===== src/common/wdt_pkg.sv =====
// Constants, register map and carrier types of the window watchdog timer.
// Assumes a single aclk domain at 20 MHz and an AXI4-Lite master with 32-bit data.
// Function
// - Watchdog runs after every reset without any software arming.
// - Disable and enable commands stop and resume the watchdog at any time.
// - Counter overflow without service raises a reset request.
// - Service inside the forbidden window while running raises a reset request instead of reloading; while stopped it reloads.
// - 16-bit counter, system or wake-up clock, divided by 16384 or 256.
// - Each valid service loads the counter from the reload value register.
// - Reset defaults give about 0.13 s from the 500 kHz wake-up clock.
package wdt_pkg;

    // ----------------------------------------------------------------
    // Register offsets (byte addresses)
    // ----------------------------------------------------------------
    localparam logic [7:0] OFF_CONTROL    = 8'h00;
    localparam logic [7:0] OFF_RELOAD     = 8'h04;
    localparam logic [7:0] OFF_WINDOW     = 8'h08;
    localparam logic [7:0] OFF_COMMAND    = 8'h0c;
    localparam logic [7:0] OFF_STATE      = 8'h10;
    localparam logic [7:0] OFF_INT_STATUS = 8'h14;
    localparam logic [7:0] OFF_INT_CLEAR  = 8'h18;
    localparam logic [7:0] OFF_INT_ENABLE = 8'h1c;

    // ----------------------------------------------------------------
    // Field positions and widths
    // ----------------------------------------------------------------
    localparam int COUNT_W        = 16;
    localparam int PRESCALE_W     = 14;
    localparam int INT_W          = 2;
    localparam int STATE_RUN_BIT  = 16;
    localparam int DIV_LOW        = 256;
    localparam int DIV_HIGH       = 16384;

    // ----------------------------------------------------------------
    // Timing and reset values
    // ----------------------------------------------------------------
    localparam int CLK_FREQ_HZ         = 20_000_000;
    localparam int WU_FREQ_HZ          = 500_000;
    localparam int DEFAULT_INTERVAL_US = 130_000;
    localparam int DEFAULT_TICKS       = DEFAULT_INTERVAL_US * (WU_FREQ_HZ / 1000) / 1000 / DIV_LOW;
    localparam logic [15:0] RELOAD_RESET  = 16'(65536 - DEFAULT_TICKS);
    localparam logic [15:0] WINDOW_RESET  = 16'h0000;
    localparam logic [15:0] COUNT_MAX     = 16'hffff;
    localparam logic        CLK_SEL_RESET = 1'b1;
    localparam logic        DIV_SEL_RESET = 1'b0;
    localparam logic [1:0]  RESP_OKAY     = 2'h0;
    localparam logic [1:0]  RESP_SLVERR   = 2'h2;

    // ----------------------------------------------------------------
    // Carrier types
    // ----------------------------------------------------------------
    // clk_sel: 1 wake-up clock, 0 system clock; div_sel: 1 divide 16384, 0 divide 256
    typedef struct packed {
        logic div_sel;
        logic clk_sel;
    } control_t;

    typedef struct packed {
        logic enable;
        logic halt;
        logic service;
    } command_t;

    typedef struct packed {
        logic window_violation;
        logic overflow;
    } events_t;

endpackage


===== src/logic/wdt_prescaler.sv =====
// Count clock divider of the window watchdog.
// Assumes the wake-up clock input is already synchronous to aclk.
`timescale 1ns/10ps
module wdt_prescaler #(
    parameter int DIV_LOW  = 256,
    parameter int DIV_HIGH = 16384
) (
    input  wire logic             aclk,
    input  wire logic             aresetn,
    input  wire logic             run,
    input  wire logic             clear,
    input  wire wdt_pkg::control_t ctrl,
    input  wire logic             wakeup_level,
    output logic                  tick
);
    localparam int W = $clog2(DIV_HIGH);

    logic [W-1:0] count_reg;
    logic [W-1:0] count_next;
    logic         wu_prev_reg;
    logic         tick_reg;
    logic         tick_next;
    logic [W-1:0] limit;
    logic         src_pulse;

    // ----------------------------------------------------------------
    // Divider
    // ----------------------------------------------------------------
    always_comb begin
        limit      = ctrl.div_sel ? W'(DIV_HIGH - 1) : W'(DIV_LOW - 1);
        // Wake-up source counts its rising edges, system source every aclk
        src_pulse  = ctrl.clk_sel ? (wakeup_level & ~wu_prev_reg) : 1'b1;
        count_next = count_reg;
        tick_next  = 1'b0;
        if (clear || !run) begin
            count_next = '0;
        end else if (src_pulse) begin
            if (count_reg >= limit) begin
                count_next = '0;
                tick_next  = 1'b1;
            end else begin
                count_next = count_reg + W'(1);
            end
        end
    end

    always_ff @(posedge aclk) begin
        if (!aresetn) begin
            count_reg   <= '0;
            wu_prev_reg <= 1'b0;
            tick_reg    <= 1'b0;
        end else begin
            count_reg   <= count_next;
            wu_prev_reg <= wakeup_level;
            tick_reg    <= tick_next;
        end
    end

    assign tick = tick_reg;

endmodule // wdt_prescaler


===== src/logic/window_watchdog_timer.sv =====
// Window watchdog timer with an AXI4-Lite register slave and interrupt logic.
// Assumes one aclk domain, synchronous active-low reset, and an external reset
// controller that acts on the reset_request pulse.
//
// Added by the designer: the AXI4-Lite interface to the registers and the placing of the registers.
`timescale 1ns/10ps
module window_watchdog_timer #(
    parameter int ADDR_W = 8
) (
    input  wire logic              aclk,
    input  wire logic              aresetn,
    input  wire logic [ADDR_W-1:0] awaddr,
    input  wire logic              awvalid,
    output logic                   awready,
    input  wire logic [31:0]       wdata,
    input  wire logic [3:0]        wstrb,
    input  wire logic              wvalid,
    output logic                   wready,
    output logic [1:0]             bresp,
    output logic                   bvalid,
    input  wire logic              bready,
    input  wire logic [ADDR_W-1:0] araddr,
    input  wire logic              arvalid,
    output logic                   arready,
    output logic [31:0]            rdata,
    output logic [1:0]             rresp,
    output logic                   rvalid,
    input  wire logic              rready,
    input  wire logic              wakeup_oscillator_clock,
    output logic                   reset_request,
    output logic                   irq
);

    // ----------------------------------------------------------------
    // State
    // ----------------------------------------------------------------
    logic              aw_held_reg,  aw_held_next;
    logic [7:0]        aw_addr_reg,  aw_addr_next;
    logic              w_held_reg,   w_held_next;
    logic [31:0]       w_data_reg,   w_data_next;
    logic [3:0]        w_strb_reg,   w_strb_next;
    logic              awready_reg,  awready_next;
    logic              wready_reg,   wready_next;
    logic              bvalid_reg,   bvalid_next;
    logic [1:0]        bresp_reg,    bresp_next;
    logic              arready_reg,  arready_next;
    logic              rvalid_reg,   rvalid_next;
    logic [31:0]       rdata_reg,    rdata_next;
    logic [1:0]        rresp_reg,    rresp_next;
    wdt_pkg::control_t ctrl_reg,     ctrl_next;
    logic [15:0]       reload_reg,   reload_next;
    logic [15:0]       window_reg,   window_next;
    logic [15:0]       count_reg,    count_next;
    logic              running_reg,  running_next;
    logic              rst_req_reg,  rst_req_next;
    wdt_pkg::events_t  int_stat_reg, int_stat_next;
    wdt_pkg::events_t  int_en_reg,   int_en_next;
    logic              irq_reg,      irq_next;

    logic              do_write;
    logic              addr_ok;
    logic [31:0]       wr_val;
    wdt_pkg::command_t cmd;
    wdt_pkg::events_t  ev;
    wdt_pkg::events_t  clr_mask;
    logic              svc_req;
    logic              svc_ok;
    logic              svc_bad;
    logic              overflow;
    logic              tick;

    // Byte lanes that are not strobed keep their old contents
    function automatic logic [31:0] merge(input logic [31:0] old, input logic [31:0] data,
                                          input logic [3:0] strb);
        logic [31:0] r;
        r = old;
        for (int i = 0; i < 4; i++) begin
            if (strb[i]) begin
                r[8*i +: 8] = data[8*i +: 8];
            end
        end
        return r;
    endfunction

    function automatic logic mapped(input logic [7:0] a);
        return a[1:0] == 2'h0 && a <= wdt_pkg::OFF_INT_ENABLE;
    endfunction

    // ----------------------------------------------------------------
    // Count clock divider
    // ----------------------------------------------------------------
    wdt_prescaler #(
        .DIV_LOW  (wdt_pkg::DIV_LOW),
        .DIV_HIGH (wdt_pkg::DIV_HIGH)
    ) u_prescaler (
        .aclk         (aclk),
        .aresetn      (aresetn),
        .run          (running_reg),
        .clear        (svc_ok),
        .ctrl         (ctrl_reg),
        .wakeup_level (wakeup_oscillator_clock),
        .tick         (tick)
    );

    // ----------------------------------------------------------------
    // Next-state logic
    // ----------------------------------------------------------------
    always_comb begin
        // Bus write side: address and data are taken in either order
        aw_held_next = aw_held_reg;
        aw_addr_next = aw_addr_reg;
        w_held_next  = w_held_reg;
        w_data_next  = w_data_reg;
        w_strb_next  = w_strb_reg;
        bvalid_next  = bvalid_reg;
        bresp_next   = bresp_reg;
        if (awvalid && awready_reg) begin
            aw_held_next = 1'b1;
            aw_addr_next = 8'(awaddr);
        end
        if (wvalid && wready_reg) begin
            w_held_next = 1'b1;
            w_data_next = wdata;
            w_strb_next = wstrb;
        end
        if (bvalid_reg && bready) begin
            bvalid_next = 1'b0;
        end
        do_write = aw_held_reg && w_held_reg && !bvalid_reg;
        addr_ok  = mapped(aw_addr_reg);
        wr_val   = 32'h0;
        if (do_write) begin
            aw_held_next = 1'b0;
            w_held_next  = 1'b0;
            bvalid_next  = 1'b1;
            bresp_next   = addr_ok ? wdt_pkg::RESP_OKAY : wdt_pkg::RESP_SLVERR;
        end
        awready_next = !aw_held_next && !bvalid_next;
        wready_next  = !w_held_next && !bvalid_next;

        // Register writes
        ctrl_next   = ctrl_reg;
        reload_next = reload_reg;
        window_next = window_reg;
        int_en_next = int_en_reg;
        cmd         = '0;
        clr_mask    = '0;
        if (do_write) begin
            unique case (aw_addr_reg)
                wdt_pkg::OFF_CONTROL: begin
                    wr_val    = merge({30'h0, ctrl_reg}, w_data_reg, w_strb_reg);
                    ctrl_next = wdt_pkg::control_t'(wr_val[1:0]);
                end
                wdt_pkg::OFF_RELOAD: begin
                    wr_val      = merge({16'h0, reload_reg}, w_data_reg, w_strb_reg);
                    reload_next = wr_val[15:0];
                end
                wdt_pkg::OFF_WINDOW: begin
                    wr_val      = merge({16'h0, window_reg}, w_data_reg, w_strb_reg);
                    window_next = wr_val[15:0];
                end
                wdt_pkg::OFF_COMMAND: begin
                    wr_val = merge(32'h0, w_data_reg, w_strb_reg);
                    cmd    = wdt_pkg::command_t'(wr_val[2:0]);
                end
                wdt_pkg::OFF_INT_CLEAR: begin
                    wr_val   = merge(32'h0, w_data_reg, w_strb_reg);
                    clr_mask = wdt_pkg::events_t'(wr_val[1:0]);
                end
                wdt_pkg::OFF_INT_ENABLE: begin
                    wr_val      = merge({30'h0, int_en_reg}, w_data_reg, w_strb_reg);
                    int_en_next = wdt_pkg::events_t'(wr_val[1:0]);
                end
                default: begin
                    wr_val = 32'h0;
                end
            endcase
        end

        // Watchdog core
        svc_req  = cmd.service;
        // A stopped watchdog has no window to violate; the service just reloads
        svc_bad  = svc_req && running_reg && (count_reg < window_reg);
        svc_ok   = svc_req && !svc_bad;
        overflow = running_reg && tick && (count_reg == wdt_pkg::COUNT_MAX) && !svc_req;
        count_next = count_reg;
        if (svc_ok) begin
            count_next = reload_reg;
        end else if (overflow) begin
            count_next = reload_reg;
        end else if (running_reg && tick) begin
            count_next = count_reg + 16'h0001;
        end
        // Disable wins when both commands come in one write
        running_next = running_reg;
        if (cmd.halt) begin
            running_next = 1'b0;
        end else if (cmd.enable) begin
            running_next = 1'b1;
        end
        rst_req_next = overflow || svc_bad;

        // Interrupt status: a new event beats a clear in the same cycle
        ev.overflow         = overflow;
        ev.window_violation = svc_bad;
        int_stat_next       = (int_stat_reg & ~clr_mask) | ev;
        irq_next            = |(int_stat_next & int_en_next);

        // Bus read side
        arready_next = arready_reg;
        rvalid_next  = rvalid_reg;
        rdata_next   = rdata_reg;
        rresp_next   = rresp_reg;
        if (rvalid_reg && rready) begin
            rvalid_next = 1'b0;
        end
        if (arvalid && arready_reg) begin
            rvalid_next = 1'b1;
            rresp_next  = mapped(8'(araddr)) ? wdt_pkg::RESP_OKAY : wdt_pkg::RESP_SLVERR;
            unique case (8'(araddr))
                wdt_pkg::OFF_CONTROL:    rdata_next = {30'h0, ctrl_reg};
                wdt_pkg::OFF_RELOAD:     rdata_next = {16'h0, reload_reg};
                wdt_pkg::OFF_WINDOW:     rdata_next = {16'h0, window_reg};
                wdt_pkg::OFF_STATE:      rdata_next = {15'h0, running_reg, count_reg};
                wdt_pkg::OFF_INT_STATUS: rdata_next = {30'h0, int_stat_reg};
                wdt_pkg::OFF_INT_ENABLE: rdata_next = {30'h0, int_en_reg};
                default:                 rdata_next = 32'h0;
            endcase
        end
        arready_next = !rvalid_next;
    end

    // ----------------------------------------------------------------
    // Registers
    // ----------------------------------------------------------------
    always_ff @(posedge aclk) begin
        if (!aresetn) begin
            aw_held_reg  <= 1'b0;
            aw_addr_reg  <= 8'h00;
            w_held_reg   <= 1'b0;
            w_data_reg   <= 32'h0;
            w_strb_reg   <= 4'h0;
            awready_reg  <= 1'b0;
            wready_reg   <= 1'b0;
            bvalid_reg   <= 1'b0;
            bresp_reg    <= wdt_pkg::RESP_OKAY;
            arready_reg  <= 1'b0;
            rvalid_reg   <= 1'b0;
            rdata_reg    <= 32'h0;
            rresp_reg    <= wdt_pkg::RESP_OKAY;
            ctrl_reg     <= '{div_sel: wdt_pkg::DIV_SEL_RESET, clk_sel: wdt_pkg::CLK_SEL_RESET};
            reload_reg   <= wdt_pkg::RELOAD_RESET;
            window_reg   <= wdt_pkg::WINDOW_RESET;
            count_reg    <= wdt_pkg::RELOAD_RESET;
            running_reg  <= 1'b1;
            rst_req_reg  <= 1'b0;
            int_stat_reg <= '0;
            int_en_reg   <= '0;
            irq_reg      <= 1'b0;
        end else begin
            aw_held_reg  <= aw_held_next;
            aw_addr_reg  <= aw_addr_next;
            w_held_reg   <= w_held_next;
            w_data_reg   <= w_data_next;
            w_strb_reg   <= w_strb_next;
            awready_reg  <= awready_next;
            wready_reg   <= wready_next;
            bvalid_reg   <= bvalid_next;
            bresp_reg    <= bresp_next;
            arready_reg  <= arready_next;
            rvalid_reg   <= rvalid_next;
            rdata_reg    <= rdata_next;
            rresp_reg    <= rresp_next;
            ctrl_reg     <= ctrl_next;
            reload_reg   <= reload_next;
            window_reg   <= window_next;
            count_reg    <= count_next;
            running_reg  <= running_next;
            rst_req_reg  <= rst_req_next;
            int_stat_reg <= int_stat_next;
            int_en_reg   <= int_en_next;
            irq_reg      <= irq_next;
        end
    end

    assign awready       = awready_reg;
    assign wready        = wready_reg;
    assign bvalid        = bvalid_reg;
    assign bresp         = bresp_reg;
    assign arready       = arready_reg;
    assign rvalid        = rvalid_reg;
    assign rdata         = rdata_reg;
    assign rresp         = rresp_reg;
    assign reset_request = rst_req_reg;
    assign irq           = irq_reg;
endmodule // window_watchdog_timer


===== config.mk =====
export PLATFORM = sky130hd
export DESIGN_NAME = window_watchdog_timer
export DESIGN_NICKNAME = d
export VERILOG_FILES = /design/src/common/wdt_pkg.sv /design/src/logic/wdt_prescaler.sv /design/src/logic/window_watchdog_timer.sv
export SDC_FILE = /design/constraint.sdc
export NUM_CORES = 1
export LEC_CHECK = 0
export BUFFER_PORTS_ARGS = -buffer_cell sky130_fd_sc_hd__buf_2
export CAP_MARGIN = 20
export CORE_UTILIZATION = 50
export CTS_CLUSTER_SIZE = 25
export DETAILED_ROUTE_END_ITERATION = 8
export GPL_TIMING_DRIVEN = 0
export HOLD_SLACK_MARGIN = 0.15
export PLACE_DENSITY = 0.72
export SYNTH_ARGS = -nofsm -noshare
export SYNTH_HDL_FRONTEND = slang
export SYNTH_SLANG_ARGS = --single-unit

===== constraint.sdc =====
create_clock -name aclk -period 3 [get_ports aclk]
set_input_delay 0.6 -clock aclk [delete_from_list [all_inputs] [get_ports aclk]]
set_output_delay 0.6 -clock aclk [all_outputs]
set_load 0.01 [all_outputs]

Word level (Yosys, flattened, before mapping)
Index checks and enable logic that the tools add are counted.
{"block": "word_totals", "wordCells": 124, "ff_bits": 142}
{"block": "op_classes", "magnitude_cmp": 4, "bitwise": 8, "n_eq_ne": 11, "addsub": 2, "n_reduce_logical": 41, "mux": 28}
{"op": "17-bit case mux with 6 select lines", "count": 1}
{"op": "16-bit 2-to-1 mux", "count": 3}
{"op": "8-bit by 5-bit == test with 1-bit output, second input constant", "count": 5}
{"op": "14-bit 2-to-1 mux", "count": 2}
{"op": "8-bit by 4-bit == test with 1-bit output, second input constant", "count": 3}
{"op": "1-bit logical AND", "count": 17}
{"op": "16-bit by 1-bit adder with 16-bit output, second input constant", "count": 1}
{"op": "16-bit == test, second input constant", "count": 1}
{"op": "8-bit by 3-bit == test with 1-bit output, second input constant", "count": 2}
{"op": "8-bit by 5-bit less-or-equal comparator with 1-bit output, second input constant", "count": 2}
{"op": "8-bit zero test", "count": 2}
{"op": "16-bit < comparator", "count": 1}
{"op": "3-bit AND reduction", "count": 5}
{"op": "14-bit by 1-bit adder with 14-bit output, second input constant", "count": 1}
{"op": "14-bit >= comparator", "count": 1}
{"op": "2-bit 2-to-1 mux", "count": 7}
{"op": "1-bit 2-to-1 mux", "count": 12}
{"op": "3-bit 2-to-1 mux", "count": 3}
{"op": "1-bit zero test", "count": 8}
{"op": "2-bit AND", "count": 2}
{"op": "2-bit zero test", "count": 2}
{"op": "2-bit OR reduction", "count": 2}
{"op": "1-bit NOT", "count": 3}
{"op": "3-bit nonzero test", "count": 1}
{"op": "6 further kinds", "count": 7}

Depth between registers and ports, before layout
{"block": "depth", "ltp_word": 9, "ltp_mapped": 9, "mapped_depth_nobuf": 8}

Modules after synthesis
From an unflattened synthesis, not the netlist that was laid out.
{"block": "hier_totals", "cells_unflattened": 706, "area_unflattened_um2": 6117.1}
{"mod": "window_watchdog_timer", "area_each_um2": 5132.4, "cells_per_inst": 601, "instances": 1, "seq_area_each_um2": 2182.1}
{"mod": "wdt_prescaler", "area_each_um2": 984.7, "cells_per_inst": 105, "instances": 1, "seq_area_each_um2": 320.3}

Worst setup path after synthesis
Ideal clock, no wire load.
{"block": "synth_timing", "path_kind": "reg-to-reg", "start": "reg window_reg[13]", "end": "reg count_reg[0]", "n_path_buf": 1, "path_stages_with_launch": 10, "path_slack_ns": 0.697, "arrival_ns": 2.174, "setup_time_ns": 0.129, "required_ns": 2.871, "cell_sequence": "dfxtp_1 > inv_1 > ha_1 > a21oi_1 > o21ai_0 > or3_4 > o41ai_4 > buf_6 > mux2i_1 > nand2_1"}
{"block": "synth_between", "elab_chain_len": 5, "word_cells_on_any_way": 6, "classes_between": "order compare: 1; mux: 1; reduce/logical: 4"}
{"item": "from (decl)", "line_no": "window_watchdog_timer.sv:52", "text": "logic [15:0] window_reg, window_next;"}
{"item": "from (signal assigned)", "line_no": "window_watchdog_timer.sv:253", "text": "window_reg <= wdt_pkg::WINDOW_RESET;"}
{"item": "from (signal assigned)", "line_no": "window_watchdog_timer.sv:276", "text": "window_reg <= window_next;"}
{"item": "16-bit < comparator *", "line_no": "window_watchdog_timer.sv:183", "text": "svc_bad = svc_req && running_reg && (count_reg < window_reg);"}
{"item": "1-bit logical AND *", "line_no": "window_watchdog_timer.sv:183"}
{"item": "1-bit zero test *", "line_no": "window_watchdog_timer.sv:184", "text": "svc_ok = svc_req && !svc_bad;"}
{"item": "1-bit logical AND *", "line_no": "window_watchdog_timer.sv:184"}
{"item": "3-bit nonzero test (no line) or 16-bit 2-to-1 mux (tied branches)"}
{"item": "to (signal assigned)", "line_no": "window_watchdog_timer.sv:254", "text": "count_reg <= wdt_pkg::RELOAD_RESET;"}
{"item": "to (signal assigned)", "line_no": "window_watchdog_timer.sv:277", "text": "count_reg <= count_next;"}
{"item": "to (decl)", "line_no": "window_watchdog_timer.sv:53", "text": "logic [15:0] count_reg, count_next;"}
Every way passes the cells marked *; elsewhere a longest branch is shown, timed or not.
A chain may end at the register's enable or synchronous reset.

Worst setup path after layout
{"block": "layout_timing", "start": "reg window_reg[11]", "end": "reg count_reg[14]"}
The elaborated chain is that of the path after synthesis.

==> flow_summary.json <==
{
  "dpl_worst_slack_ps": 348,
  "end_kind": "flip-flop",
  "rr_worst_depth": 9,
  "die_h_um": 112,
  "num_rows": 39,
  "leakage_nw": 3.17,
  "initial_utilization_pct": 51.9,
  "layout-drive-gt1-share_pct": 17.8,
  "synth_edf_count": 0,
  "drt-total-wl_mm": 14.8,
  "hold_violations": 0,
  "start_kind": "flip-flop",
  "pwr-share-clk_pct": 50.2,
  "track_usage_pct": 25.2,
  "cp.required_ps": 3280,
  "ys_ff_latch": 125,
  "synth_common_cells": "127 x nand2_1, 125 x dfxtp_1, 42 x mux2i_1",
  "ys_seq_area_share_pct": 41.7,
  "core_area_um2": 11600,
  "synthCells": 666,
  "cts_root_buf": "clkbuf_16",
  "power_frac_comb_pct": 5.1,
  "worstSkewPairLatency_ps": 420,
  "critPathMaxStageDelay_ps": 610,
  "die_x_um": 112,
  "fin_crit_sh_pct": 89.6,
  "ir_drop_v": 0.000309,
  "switchingPower_mw": 0.905,
  "p_seq_share_pct": 44.7,
  "finalCriticalPeriod_ps": 2690,
  "antenna_found_initial": 0,
  "arrival_ps": 2960,
  "worst_slack_ps": 312,
  "areaGrowthSynthToFinish_pct": 18.9,
  "crit_path_max_fanout": 10,
  "cp.depth": 9,
  "syn_area_per_cell_um2": 9.02,
  "num_antenna_cells": 0,
  "slowest_stage": "o41ai_4",
  "outcome": "finished with violations",
  "ctsHtreeMaxLevel": 4,
  "timing.critical_path.buf_inv": 2,
  "crit_type": "reg2reg",
  "synth_top_area_cell": "dfxtp_1",
  "yosysMostFrequentCell": "nand2_1",
  "largest_register_ffs": 17,
  "hold_path.class": "in2reg",
  "antenna_left": 0,
  "grt_first_pass_wirelength_mm": 24.7,
  "io_buffers": 67,
  "synth_top_area_share_pct": 41.7,
  "swShare_pct": 23.6,
  "p_per_area_nw_per_um2": 537,
  "numClockSinks": 125,
  "internal-power_mw": 2.93,
  "ys.flop_type": "dfxtp_1",
  "violations": "design-rule violations",
  "relSlewSlack_pct": 58.1,
  "setup_viol": 0,
  "rsz0062_at_grt": "no",
  "ys.warnings.count": 0,
  "numCtsBuffers": 17,
  "drc": 9,
  "slew_viol_final": 0,
  "viasPerCell": 5.53,
  "hpwl_mm": 11.0,
  "n_fill_cell": 994,
  "critPathTopFamily": "compound AO/OA/AOI/OAI gates",
  "cts_resized": 0,
  "timing.fmax_mhz": 372,
  "worst_pin_slew_ps": 628,
  "whs_path_depth": 2,
  "detail_route.wl_per_cell_um": 16.0,
  "grt_overflow": 0,
  "synth_area_um2": 6010,
  "finalSetupTns_ps": 0,
  "cts_tree": "done",
  "io_pins": 103,
  "crit_chain": "inv_1 -> ha_1 -> a21oi_1 -> o21ai_1 -> or3_4 -> o41ai_4 -> buf_6 -> mux2i_1 -> nand2_1",
  "hold_ws_ps": 422,
  "maxCapViolCount": 0,
  "drtPass1Iterations": 7,
  "grt_pass1_vias": 5027,
  "clockBufferDepth": 2,
  "synth.distinct_cells": 55,
  "die_area_um2": 12500,
  "globalplace.congestion": 0.866,
  "post_cts_buffers": 0,
  "nNetsFinal": 851,
  "cts_hold_buffers": 0,
  "clk_pin_slew_ps": 60,
  "grt_max_degree": 17,
  "synthTopCellsByArea": "dfxtp_1 42%, nand2_1 7.9%, mux2i_1 7.0%",
  "dr_total_vias": 5112,
  "async_flop_share_pct": 0,
  "first_iter_violations": 367,
  "finClkSkew_ps": 5.14
}
power groups by stage:
stage	registers, mW	logic (mW)	clock network (mW)
global placement	1.75	0.189	0
global route	1.72	0.216	2.02
CTS	1.72	0.194	1.94
floorplan	1.75	0.120	0
finish	1.72	0.195	1.93
detailed placement	1.75	0.193	0
final cells by class:
type | count | area [µm²] | share of cell area [%]
plain buffers | 46 | 267 | 3.73
clock buffers | 18 | 439 | 6.15
clock inverters | 14 | 121 | 1.70
inverters | 20 | 75.1 | 1.05
multi-input cells | 491 | 3220 | 45.1
flip-flops and latches | 125 | 2500 | 35.0
well taps | 143 | 179 | 2.51
repair buffers | 67 | 335 | 4.70
per-layer routing:
layer	track usage, %	part of all wire [%]
met5	0	0
met2	40.7	46
met3	5.55	5.5
met1	32.5	46
met4	10.6	2.0
worst register-to-register path, cell delays in order, from the launching register on:
cell     delay, ps
dfxtp_1        420
inv_1           80
ha_1           310
a21oi_1        160
o21ai_1         80
or3_4          360
o41ai_4        610
buf_6          260
mux2i_1        220
nand2_1         70
cell usage in the layout, fill, tap and decap left out, types with 4 or more instances in the layout:
master,n
and4_1,6
buf_2,69
and2_1,12
clkbuf_16,17
mux2i_1,42
nand4_1,13
buf_4,22
conb_1,17
ha_1,23
inv_1,20
nor2_1,26
a21oi_1,10
dfxtp_1,125
nor2b_1,28
xnor2_1,15
clkinv_4,4
xor2_1,12
a222oi_1,16
a22o_1,5
nand3_1,16
nor3_1,7
nand2b_1,4
o21ai_0,20
o211a_1,7
nand2_1,127
clkinv_2,5
a21boi_0,30
clkbuf_1,20
and3_1,11
cells by family (layout without fill, tap and decap cells):
logic type / after synthesis / after routing / share of synthesized area [%]
AND/OR/NAND/NOR: 274 / 274 / 22.9
flip-flops: 125 / 125 / 41.7
AO/OA/AOI/OAI: 106 / 106 / 13.6
buffers and inverters: 66 / 165 / 5.69
multiplexers: 44 / 44 / 7.37
XOR/XNOR: 27 / 27 / 3.94
adder cells (fa/ha/maj): 23 / 23 / 4.79
other: 1 / 17 / 0.0624
metrics by stage:
stage | instance area, µm² | utilization (%) | instances | power (mW)
6_report | 7140 | 61.8 | 924 | 3.84
5_1_grt | 7140 | 61.8 | 924 | 3.96
4_1_cts | 7140 | 61.8 | 924 | 3.85
3_5_place_dp | 6580 | 56.9 | 892 | 1.95
3_3_place_gp | 6580 | 56.9 | 892 | 1.94
2_1_floorplan | 6070 | - | 682 | 1.87
worst paths after layout:
path | from | to | slack, ps
worst max-delay path | window_reg[11] | count_reg[14] | 310
worst min-delay path | wakeup_oscillator_clock | u_prescaler.wu_prev_reg | 420
worst max register to register | window_reg[11] | count_reg[14] | 310
worst min register to register | rdata[8] | rdata[8] | 450
Power figures use the tool's default switching activity.
